<file path="src/hdl/ecb_map.svh">
// Constants for the external cache bus control block.
`ifndef ECB_MAP_SVH
`define ECB_MAP_SVH
`define ECB_TAG_W          16
`define ECB_WSEL_LO        2'h0
`define ECB_WSEL_Q1        2'h1
`define ECB_WSEL_HI        2'h2
`define ECB_WSEL_Q3        2'h3
`define ECB_WORDS_PER_BLK  4
`define ECB_SEL_ALL        4'hf
`endif

</file>
<file path="src/hdl/ecb_pkg.sv">
// Types shared by the external cache bus control block.
`default_nettype none
package ecb_pkg;
  typedef enum logic [4:0] {
    ECB_IDLE  = 5'h01,
    ECB_TAG   = 5'h02,
    ECB_DATA  = 5'h04,
    ECB_HOLD  = 5'h08,
    ECB_WRITE = 5'h10
  } ecb_state_t;
  typedef struct packed {
    logic valid;
    logic shared;
    logic dirty;
  } ecb_line_state_t;
endpackage : ecb_pkg
`default_nettype wire

</file>
<file path="src/hdl/ecb_sync.sv">
// Two-flop synchroniser for a bundle of pin inputs.
`timescale 1ns/10ps
`default_nettype none
module ecb_sync #(
  parameter int W = 1
) (
  // Clock and reset
  input  wire logic         i_sys_clk,
  input  wire logic         i_rst,
  // Data
  input  wire logic [W-1:0] i_async,
  output logic      [W-1:0] o_sync
);
  logic [W-1:0] meta_q;
  logic [W-1:0] sync_q;

  // Stage one feeds only stage two.
  always_ff @(posedge i_sys_clk or posedge i_rst) begin
    if (i_rst) begin
      meta_q <= '0;
      sync_q <= '0;
    end else begin
      meta_q <= i_async;
      sync_q <= meta_q;
    end
  end

  assign o_sync = sync_q;
endmodule // ecb_sync
`default_nettype wire

</file>
<file path="src/hdl/ecb_ctrl.sv">
// External cache bus control: RAM enables, tag check, hold and write-chunk select.
// Functional notes
// Check tag parity with address on lookup.
// Tag-ready pair can stall; access is held.
// Early variant drives tag match during hold.
// Drive four data RAM enables during accesses.
// Drive four data RAM write enables.
// Drive data address bits 4:3 sequencing words.
// System logic requests hold to own RAMs.
// Grant output shows system owns the RAMs.
// Backmap write enable pulses on cache reads.
// Later variant: two backmap lines per half; code drives one line per half (bit 0 for half 0, bit 1 for half 1).
// Drive write data when drive input low.
// Write select picks write-block bytes driven.
// Drive tag RAM enable during accesses.
// Line state from valid, shared, dirty bits.
// Release outputs while granted; resume after release.
`timescale 1ns/10ps
`default_nettype none
`include "ecb_map.svh"
module ecb_ctrl #(
  parameter int  TAG_W    = `ECB_TAG_W,
  parameter bit  LATER    = 1'b1,
  parameter bit  BUS_128  = 1'b1
) (
  // Clock and reset
  input  wire logic              i_sys_clk,
  input  wire logic              i_rst,
  // Core request side
  input  wire logic              i_req,
  input  wire logic              i_req_write,
  input  wire logic [TAG_W-1:0]  i_req_tag,
  input  wire logic              i_req_dc_half,
  input  wire logic [255:0]      i_wr_block,
  output logic                   o_busy,
  output logic                   o_done,
  output logic                   o_hit,
  output logic                   o_parity_err,
  output logic                   o_line_valid,
  output logic                   o_line_shared,
  output logic                   o_line_dirty,
  // Tag RAM pins
  input  wire logic [TAG_W-1:0]  i_tag_addr,
  input  wire logic              i_tag_addr_parity_in,
  input  wire logic              i_line_valid_bit,
  input  wire logic              i_line_shared_bit,
  input  wire logic              i_line_dirty_bit,
  input  wire logic              i_tag_ready_pos,
  input  wire logic              i_tag_ready_neg,
  output logic                   o_tag_ram_enable,
  output logic                   o_tag_match_n,
  // Data RAM pins
  output logic [3:0]             o_data_ram_enable,
  output logic [3:0]             o_data_ram_write_en,
  output logic [1:0]             o_data_ram_low_addr,
  output logic [1:0]             o_backmap_write_en,
  // Hold pins
  input  wire logic              i_cache_hold_request,
  output logic                   o_cache_hold_grant,
  // Write data pins
  input  wire logic              i_write_data_drive_n,
  input  wire logic [1:0]        i_write_chunk_select,
  output logic [127:0]           o_data,
  output logic                   o_data_oe
);
  localparam int SW = TAG_W + 10;

  logic [SW-1:0] s_raw;
  logic [SW-1:0] s_sync;
  logic [TAG_W-1:0] tag_s;
  logic tpar_s, v_s, sh_s, d_s, rdy_p_s, rdy_n_s, hreq_s, drv_s;
  logic [1:0] wsel_s;
  logic tag_ok, par_ok, eq;

  // Every pin input passes the two-flop synchroniser.
  // The drive request is inverted first, so a cleared synchroniser reads as not driving.
  assign s_raw = {i_tag_addr, i_tag_addr_parity_in, i_line_valid_bit, i_line_shared_bit,
                  i_line_dirty_bit, i_tag_ready_pos, i_tag_ready_neg, i_cache_hold_request,
                  ~i_write_data_drive_n, i_write_chunk_select};

  ecb_sync #(.W(SW)) u_sync (
    .i_sys_clk (i_sys_clk),
    .i_rst     (i_rst),
    .i_async   (s_raw),
    .o_sync    (s_sync)
  );

  assign {tag_s, tpar_s, v_s, sh_s, d_s, rdy_p_s, rdy_n_s, hreq_s, drv_s, wsel_s} = s_sync;

  // Ready only when the complementary pair agrees; otherwise the access stalls.
  assign tag_ok = rdy_p_s & ~rdy_n_s;
  // Parity taken over the tag bits together with the parity pin, even sense.
  assign par_ok = ~(^{tag_s, tpar_s});
  assign eq     = (tag_s == i_req_tag);

  ecb_pkg::ecb_state_t state_q, state_d;
  logic [1:0] word_q, word_d;
  logic hit_q, hit_d, perr_q, perr_d, done_q, done_d;
  ecb_pkg::ecb_line_state_t ls_q, ls_d;
  logic wr_q, wr_d, half_q, half_d;
  logic [127:0] data_q, data_d;
  logic oe_q, oe_d;

  // Next-state logic for the access sequencer.
  always_comb begin
    state_d = state_q;
    word_d  = word_q;
    hit_d   = hit_q;
    perr_d  = perr_q;
    done_d  = 1'b0;
    ls_d    = ls_q;
    wr_d    = wr_q;
    half_d  = half_q;
    case (state_q)
      ecb_pkg::ECB_IDLE: begin
        if (hreq_s) begin
          state_d = ecb_pkg::ECB_HOLD;
        end else if (i_req) begin
          wr_d    = i_req_write;
          half_d  = i_req_dc_half;
          word_d  = 2'h0;
          state_d = ecb_pkg::ECB_TAG;
        end
      end
      ecb_pkg::ECB_TAG: begin
        if (tag_ok) begin
          perr_d = ~par_ok;
          hit_d  = eq & v_s & par_ok;
          ls_d   = '{valid: v_s, shared: v_s & sh_s, dirty: v_s & d_s};
          state_d = ecb_pkg::ECB_DATA;
        end
      end
      ecb_pkg::ECB_DATA: begin
        if (tag_ok) begin
          if (word_q == 2'(`ECB_WORDS_PER_BLK - 1)) begin
            done_d  = 1'b1;
            state_d = ecb_pkg::ECB_IDLE;
          end else begin
            word_d = word_q + 2'h1;
          end
        end
      end
      ecb_pkg::ECB_HOLD: begin
        if (!hreq_s) begin
          state_d = ecb_pkg::ECB_IDLE;
        end
      end
      default: begin
        state_d = ecb_pkg::ECB_IDLE;
      end
    endcase
  end

  // Sequencer registers.
  always_ff @(posedge i_sys_clk or posedge i_rst) begin
    if (i_rst) begin
      state_q <= ecb_pkg::ECB_IDLE;
      word_q  <= 2'h0;
      hit_q   <= 1'b0;
      perr_q  <= 1'b0;
      done_q  <= 1'b0;
      ls_q    <= '0;
      wr_q    <= 1'b0;
      half_q  <= 1'b0;
    end else begin
      state_q <= state_d;
      word_q  <= word_d;
      hit_q   <= hit_d;
      perr_q  <= perr_d;
      done_q  <= done_d;
      ls_q    <= ls_d;
      wr_q    <= wr_d;
      half_q  <= half_d;
    end
  end

  // Write data chunk selection and bus drive.
  always_comb begin
    oe_d   = drv_s;
    data_d = data_q;
    if (drv_s) begin
      if (BUS_128) begin
        data_d = wsel_s[1] ? i_wr_block[255:128] : i_wr_block[127:0];
      end else begin
        case (wsel_s)
          `ECB_WSEL_LO: data_d = {64'h0, i_wr_block[63:0]};
          `ECB_WSEL_Q1: data_d = {64'h0, i_wr_block[127:64]};
          `ECB_WSEL_HI: data_d = {64'h0, i_wr_block[191:128]};
          `ECB_WSEL_Q3: data_d = {64'h0, i_wr_block[255:192]};
          default:      data_d = 128'h0;
        endcase
      end
    end
  end

  // Write data registers.
  always_ff @(posedge i_sys_clk or posedge i_rst) begin
    if (i_rst) begin
      data_q <= 128'h0;
      oe_q   <= 1'b0;
    end else begin
      data_q <= data_d;
      oe_q   <= oe_d;
    end
  end

  logic in_acc;
  assign in_acc = (state_q == ecb_pkg::ECB_TAG) || (state_q == ecb_pkg::ECB_DATA);

  // RAM control outputs; all but the early variant's tag match quiet while the system holds the cache.
  assign o_tag_ram_enable    = (state_q == ecb_pkg::ECB_TAG);
  assign o_data_ram_enable   = (state_q == ecb_pkg::ECB_DATA) ? `ECB_SEL_ALL : 4'h0;
  assign o_data_ram_write_en = (state_q == ecb_pkg::ECB_DATA && wr_q) ? `ECB_SEL_ALL : 4'h0;
  assign o_data_ram_low_addr = in_acc ? word_q : 2'h0;
  // Backmap is written on the last word of a read fill.
  always_comb begin
    o_backmap_write_en = 2'h0;
    if (state_q == ecb_pkg::ECB_DATA && !wr_q && tag_ok &&
        word_q == 2'(`ECB_WORDS_PER_BLK - 1)) begin
      if (LATER) begin
        o_backmap_write_en = half_q ? 2'h2 : 2'h1;
      end else begin
        o_backmap_write_en = 2'h1;
      end
    end
  end
  assign o_cache_hold_grant  = (state_q == ecb_pkg::ECB_HOLD);
  // Only the early variant reports the comparison during hold.
  assign o_tag_match_n = ~(!LATER && state_q == ecb_pkg::ECB_HOLD && eq);
  assign o_busy        = (state_q != ecb_pkg::ECB_IDLE);
  assign o_done        = done_q;
  assign o_hit         = hit_q;
  assign o_parity_err  = perr_q;
  assign o_line_valid  = ls_q.valid;
  assign o_line_shared = ls_q.shared;
  assign o_line_dirty  = ls_q.dirty;
  assign o_data        = data_q;
  assign o_data_oe     = oe_q;
endmodule // ecb_ctrl
`default_nettype wire

</file>
<file path="config.mk">
export PLATFORM = sky130hd
export DESIGN_NAME = ecb_ctrl
export DESIGN_NICKNAME = d
export VERILOG_FILES = /design/src/hdl/ecb_pkg.sv /design/src/hdl/ecb_sync.sv /design/src/hdl/ecb_ctrl.sv
export VERILOG_INCLUDE_DIRS = /design/src /design/src/hdl
export SDC_FILE = /design/constraint.sdc
export NUM_CORES = 1
export LEC_CHECK = 0
export BUFFER_PORTS_ARGS = -buffer_cell sky130_fd_sc_hd__buf_2
export CAP_MARGIN = 20
export CORE_MARGIN = 1.5
export CORE_UTILIZATION = 25
export CTS_CLUSTER_SIZE = 25
export DETAILED_ROUTE_END_ITERATION = 8
export PLACE_DENSITY = 0.58
export SYNTH_ARGS = -nofsm -noshare
export SYNTH_HDL_FRONTEND = slang
export SYNTH_SLANG_ARGS = --single-unit
export TNS_END_PERCENT = 5
</file>
<file path="constraint.sdc">
create_clock -name i_sys_clk -period 12.1 [get_ports i_sys_clk]
set_input_delay 0.605 -clock i_sys_clk [delete_from_list [all_inputs] [get_ports i_sys_clk]]
set_output_delay 0.605 -clock i_sys_clk [all_outputs]
set_load 0.1 [all_outputs]
</file>
# After elaboration in Yosys (flattened, before gate mapping)
# Cells that the tools add are included.
# classes
add_sub_neg,1
n_eq_ne,15
mux,21
bitwise_logic,9
reduce_logical,12
# op_table
op,count
$mux W128,1
$mux W5,6
$pmux W5 S4,1
$reduce_xor A17 Y1,1
$eq A16 B16 Y1,1
$mux W2,7
$ne A2 B2 Y1 const B,6
$reduce_and A5 Y1,2
$mux W4,2
$and A1 B1 Y1,5
$eq A5 B1 Y1 const B,1
$eq A5 B2 Y1 const B,1
$eq A5 B3 Y1 const B,1
$eq A5 B4 Y1 const B,1
$ne A5 B1 Y1 const B,1
$logic_and A1 B1 Y1,4
$not A1 Y1,4
$pmux W2 S2,1
$mux W1,3
$ne A3 B2 Y1 const B,1
$reduce_and A3 Y1,1
$add A2 B1 Y2 const B,1
$eq A2 B2 Y1 const B,1
$ne A2 B1 Y1 const B,1
other kinds (4),4
# word_totals
regBits,196
in_bits,303
out_inout_bits,151
elab_cells,72

# Depth between registers and ports, before layout
# logic_depth
word_depth,5
ltp_mapped,5
depth_no_buf,5

# Hierarchy
# From an unflattened synthesis, not the netlist that was laid out.
# hier_totals
hier_cells,722
area_unflattened_um2,8210.4
# by_module_without_submodules
module,n_inst,cells_each,area_per_inst_um2,seq_area_each_um2
ecb_ctrl,1,669,6905.4,3579.7
ecb_sync,1,53,1305.0,1301.2

# Worst setup path after synthesis
# Ideal clock, no wire load.
# synth_path
kind,register to output
start,register state_q[1]
end,output port o_backmap_write_en[1]
arrival_ns,4.262
required_ns,11.495
path_slack_ns,7.233
path_stages_with_launch,4
n_path_buf,0
path_cell_list,dfrtp_1 -> nor4b_4 -> nand3_1 -> nor3b_1
# synth_via
elab_chain_cells,5
# synth_lines
element,line,source
"start, declared",ecb_ctrl.sv:96,"ecb_pkg::ecb_state_t state_q, state_d;"
"start signal, assigned",ecb_ctrl.sv:157,state_q <= ecb_pkg::ECB_IDLE;
"start signal, assigned",ecb_ctrl.sv:166,state_q <= state_d;
$eq A5 B3 Y1,ecb_ctrl.sv:218,if (state_q == ecb_pkg::ECB_DATA && !wr_q && tag_ok &&
$logic_and A1 B1 Y1 (3 in series),ecb_ctrl.sv:218,
$mux W2,ecb_ctrl.sv:218,
"end, declared",ecb_ctrl.sv:56,"output logic [1:0] o_backmap_write_en,"
# No other way between the ends.

# Worst setup path after layout
# layout_path
start,register state_q[2]
end,output port o_backmap_write_en[1]
# The elaborated chain is that of the path after synthesis.

==> reports/summary.json <==
{
  "postRouteAntennaNets": 0,
  "netSwitchingFraction": 0.425,
  "layout_commonest_cell": "sky130_fd_sc_hd__buf_2",
  "syn-num-nets": 1023,
  "fin_crit_ps": 2960,
  "setup.worst_path.start": "state_q[2]",
  "max_slew_margin": 0.328,
  "syn_inst": 719,
  "intPower_mw": 1.18,
  "drive_gt1_frac": 0.431,
  "postSynthRegisterBits": 193,
  "timing.reg2reg.setup_slack_ps": 9910,
  "num_rows": 65,
  "antenna_cells_inserted": 0,
  "routed_wire_length_mm": 22.4,
  "overall_overflow_remaining_after_global_route": 0,
  "worst_skew_pair.late_latency_ps": 440,
  "synth_top_cell_area_share": 0.589,
  "finalSetupViolations": 0,
  "crit_type": "flip-flop to primary output",
  "timing_hold_violations_final": 0,
  "final_cell_mix": "sky130_fd_sc_hd__buf_2 (451), sky130_fd_sc_hd__dfrtp_1 (190), sky130_fd_sc_hd__nor2_1 (131), sky130_fd_sc_hd__mux2i_1 (129), sky130_fd_sc_hd__a21oi_1 (129)",
  "avgViaCountPerCell": 4.12,
  "cts_resized": 0,
  "cts_root_buffer": "sky130_fd_sc_hd__clkbuf_16",
  "p_total_mw": 2.05,
  "core-area_um2": 31800,
  "finalClockSkew_ps": 7.55,
  "routed_wire_length_per_instance_um": 14.1,
  "fmax_ghz": 0.338,
  "ctsHtreeMaxLevel": 4,
  "place_congestion": 0.778,
  "post_cts.repair.setup_buffers": 0,
  "worst_setup_path_start_kind": "flip-flop",
  "tritoncts.num_buffers": 17,
  "antenna_found_initial": 1,
  "finalSetupTns_ps": 0,
  "cts_tree": "yes",
  "cts-root-to-sink-buffers": 2,
  "critical_path.reg2reg.startpoint": "u_sync.o_sync[2]",
  "synth_area_leader_cell": "sky130_fd_sc_hd__dfrtp_1",
  "initial_cell_density_of_the_core": 0.257,
  "place_inst": 1562,
  "share_seq_of_total_power": 0.376,
  "ys.flop_type": "sky130_fd_sc_hd__dfrtp_1",
  "p_comb_frac": 0.347,
  "first_global_vias": 6378,
  "powerDensity_nw_per_um2": 180,
  "drc": 0,
  "dr_total_vias": 6569,
  "worst_pin_slew_ps": 1010,
  "fp.dieW_um": 184,
  "nNetsFinal": 1450,
  "synth-edff-count": 0,
  "drv.max_cap_violation_count": 0,
  "clk_pin_slew_ps": 70,
  "rr_worst_depth": 3,
  "final_design_area_no_fill_um2": 11400,
  "final_core_utilization": 0.358,
  "clockPowerShare": 0.278,
  "power.static_leakage_nw": 5.69,
  "synth_area_um2": 8160,
  "hpwlAfterDp_mm": 17.1,
  "outcome": "finished clean",
  "die_span_y_um": 184,
  "io_buffer_count": 451,
  "gr-max-usage-layer": "met2",
  "grt_use_met2": 0.215,
  "synth.top_cells.by_area": "sky130_fd_sc_hd__dfrtp_1 (59%), sky130_fd_sc_hd__mux2i_1 (16%), sky130_fd_sc_hd__a21oi_1 (7.9%), sky130_fd_sc_hd__nor2_1 (6.0%), sky130_fd_sc_hd__xnor2_1 (3.0%)",
  "design.portCount": 454,
  "clock-sinks": 193,
  "share_of_synthesized_area_occupied_by_flip_flops_and_latches": 0.592,
  "critical_path.max_fanout": 8,
  "finalCritPeriodShare": 0.244,
  "slew_viol_final": 0,
  "global_route.usage.met3": 0.0386,
  "gr_util_met1": 0.164,
  "crit_arrival_ps": 2350,
  "r2r-end": "o_data[104]",
  "grt_pass1_wl_mm": 33.8,
  "synthesis.yosys.warnings": 0,
  "drtIter0Drc": 205,
  "end_kind": "primary output",
  "postSynth.asyncResetShare": 1.00,
  "first_pass_iters": 4,
  "post_synth_num_cell_types": 34,
  "globalRouteTotalUtil": 0.132,
  "flow.area_growth_from_synthesis_pct": 39.6,
  "rsz0062_at_grt": "false",
  "layout.cells.non_filler": 1594,
  "worst_ir_drop_vdd_uv": 99.0,
  "p_switching_uw": 869,
  "cts-hold-fix-buffers": 0,
  "syn_avg_cell_area_um2": 11.3,
  "design.die.area_um2": 33700,
  "placedInstanceArea_um2": 10800,
  "critical_path_required_ps": 11490,
  "min-delay-path-class": "primary input to async pin",
  "grt_max_degree": 101
}
## sequential cells by signal (all words and copies together) (netlist names), 2 cells and up
name and count:
state_q 4, o_data 128, u_sync.o_sync 25, word_q 2
u_sync.meta_q 25
## area by class of cell
type	instances	area, um^2
clock buffers	19	443
clock inverters	13	151
fillers	3253	20400
inverters	6	30.0
multi-input cells	471	3080
flip-flops and latches	193	4840
well taps	435	544
repair buffers	457	2300
## logic make-up after synthesis
group / Yosys count / share of synthesized area
other: 1 / 0.000460
xor gates and xnor gates: 32 / 0.0370
AOI/OAI and AO/OA: 138 / 0.0858
muxes: 132 / 0.162
DFF: 193 / 0.592
buffers and inverters: 55 / 0.0305
adders and majority gates: 1 / 0.00153
and+or+nand+nor: 167 / 0.0900
## Yosys cell counts (all sizes together), types with 2 or more instances
cell type,n
nor4b,3
nor2,131
a21oi,129
xnor2,29
o21ai,6
nand4,3
inv,6
xor2,2
mux2,3
nand2,13
mux2i,129
nand3,2
nor3,6
and2,3
buf,28
dfrtp,192
clkbuf,21
## through the flow
stage / setup WS, ps / hold slack, ps
CTS: 9110 / 227
global route: 9010 / 229
detailed placement: 9610 / 335
finish: 9140 / 241
floorplan: 6240 / 331
global placement: 9670 / 332
## power by group through the flow
stage	combinational, mW	clock [mW]	sequential (mW)
after floorplan	0.203	0	1.14
after detailed placement	0.717	0	0.780
after global routing	0.745	0.619	0.779
after CTS	0.717	0.591	0.770
after global placement	0.712	0	0.778
final	0.710	0.568	0.769
## per-layer routing
layer / routed length [um] / part of all wire / vias to the layer above
met4: 400 / 0.018 / 0
met3: 1630 / 0.073 / 19
li1: - / - / 3304
met5: 0 / 0 / -
met1: 9640 / 0.43 / 2964
met2: 10700 / 0.48 / 282
## critical path, cell delays in order, from the launching register on
cell and delay (ps):
sky130_fd_sc_hd__dfrtp_1 520, sky130_fd_sc_hd__nor4b_4 460, sky130_fd_sc_hd__nand3_1 200, sky130_fd_sc_hd__nor3b_1 260, sky130_fd_sc_hd__buf_2 470
## worst max-delay path by stage
stage | endpoint | slack (ps)
final | o_backmap_write_en[1] | 9140
after global routing | o_backmap_write_en[1] | 9010
after CTS | o_backmap_write_en[1] | 9110
after detailed placement | o_backmap_write_en[1] | 9610
after global placement | o_backmap_write_en[1] | 9670
after floorplan | half_q | 6240
Power figures use the tool's default switching activity.
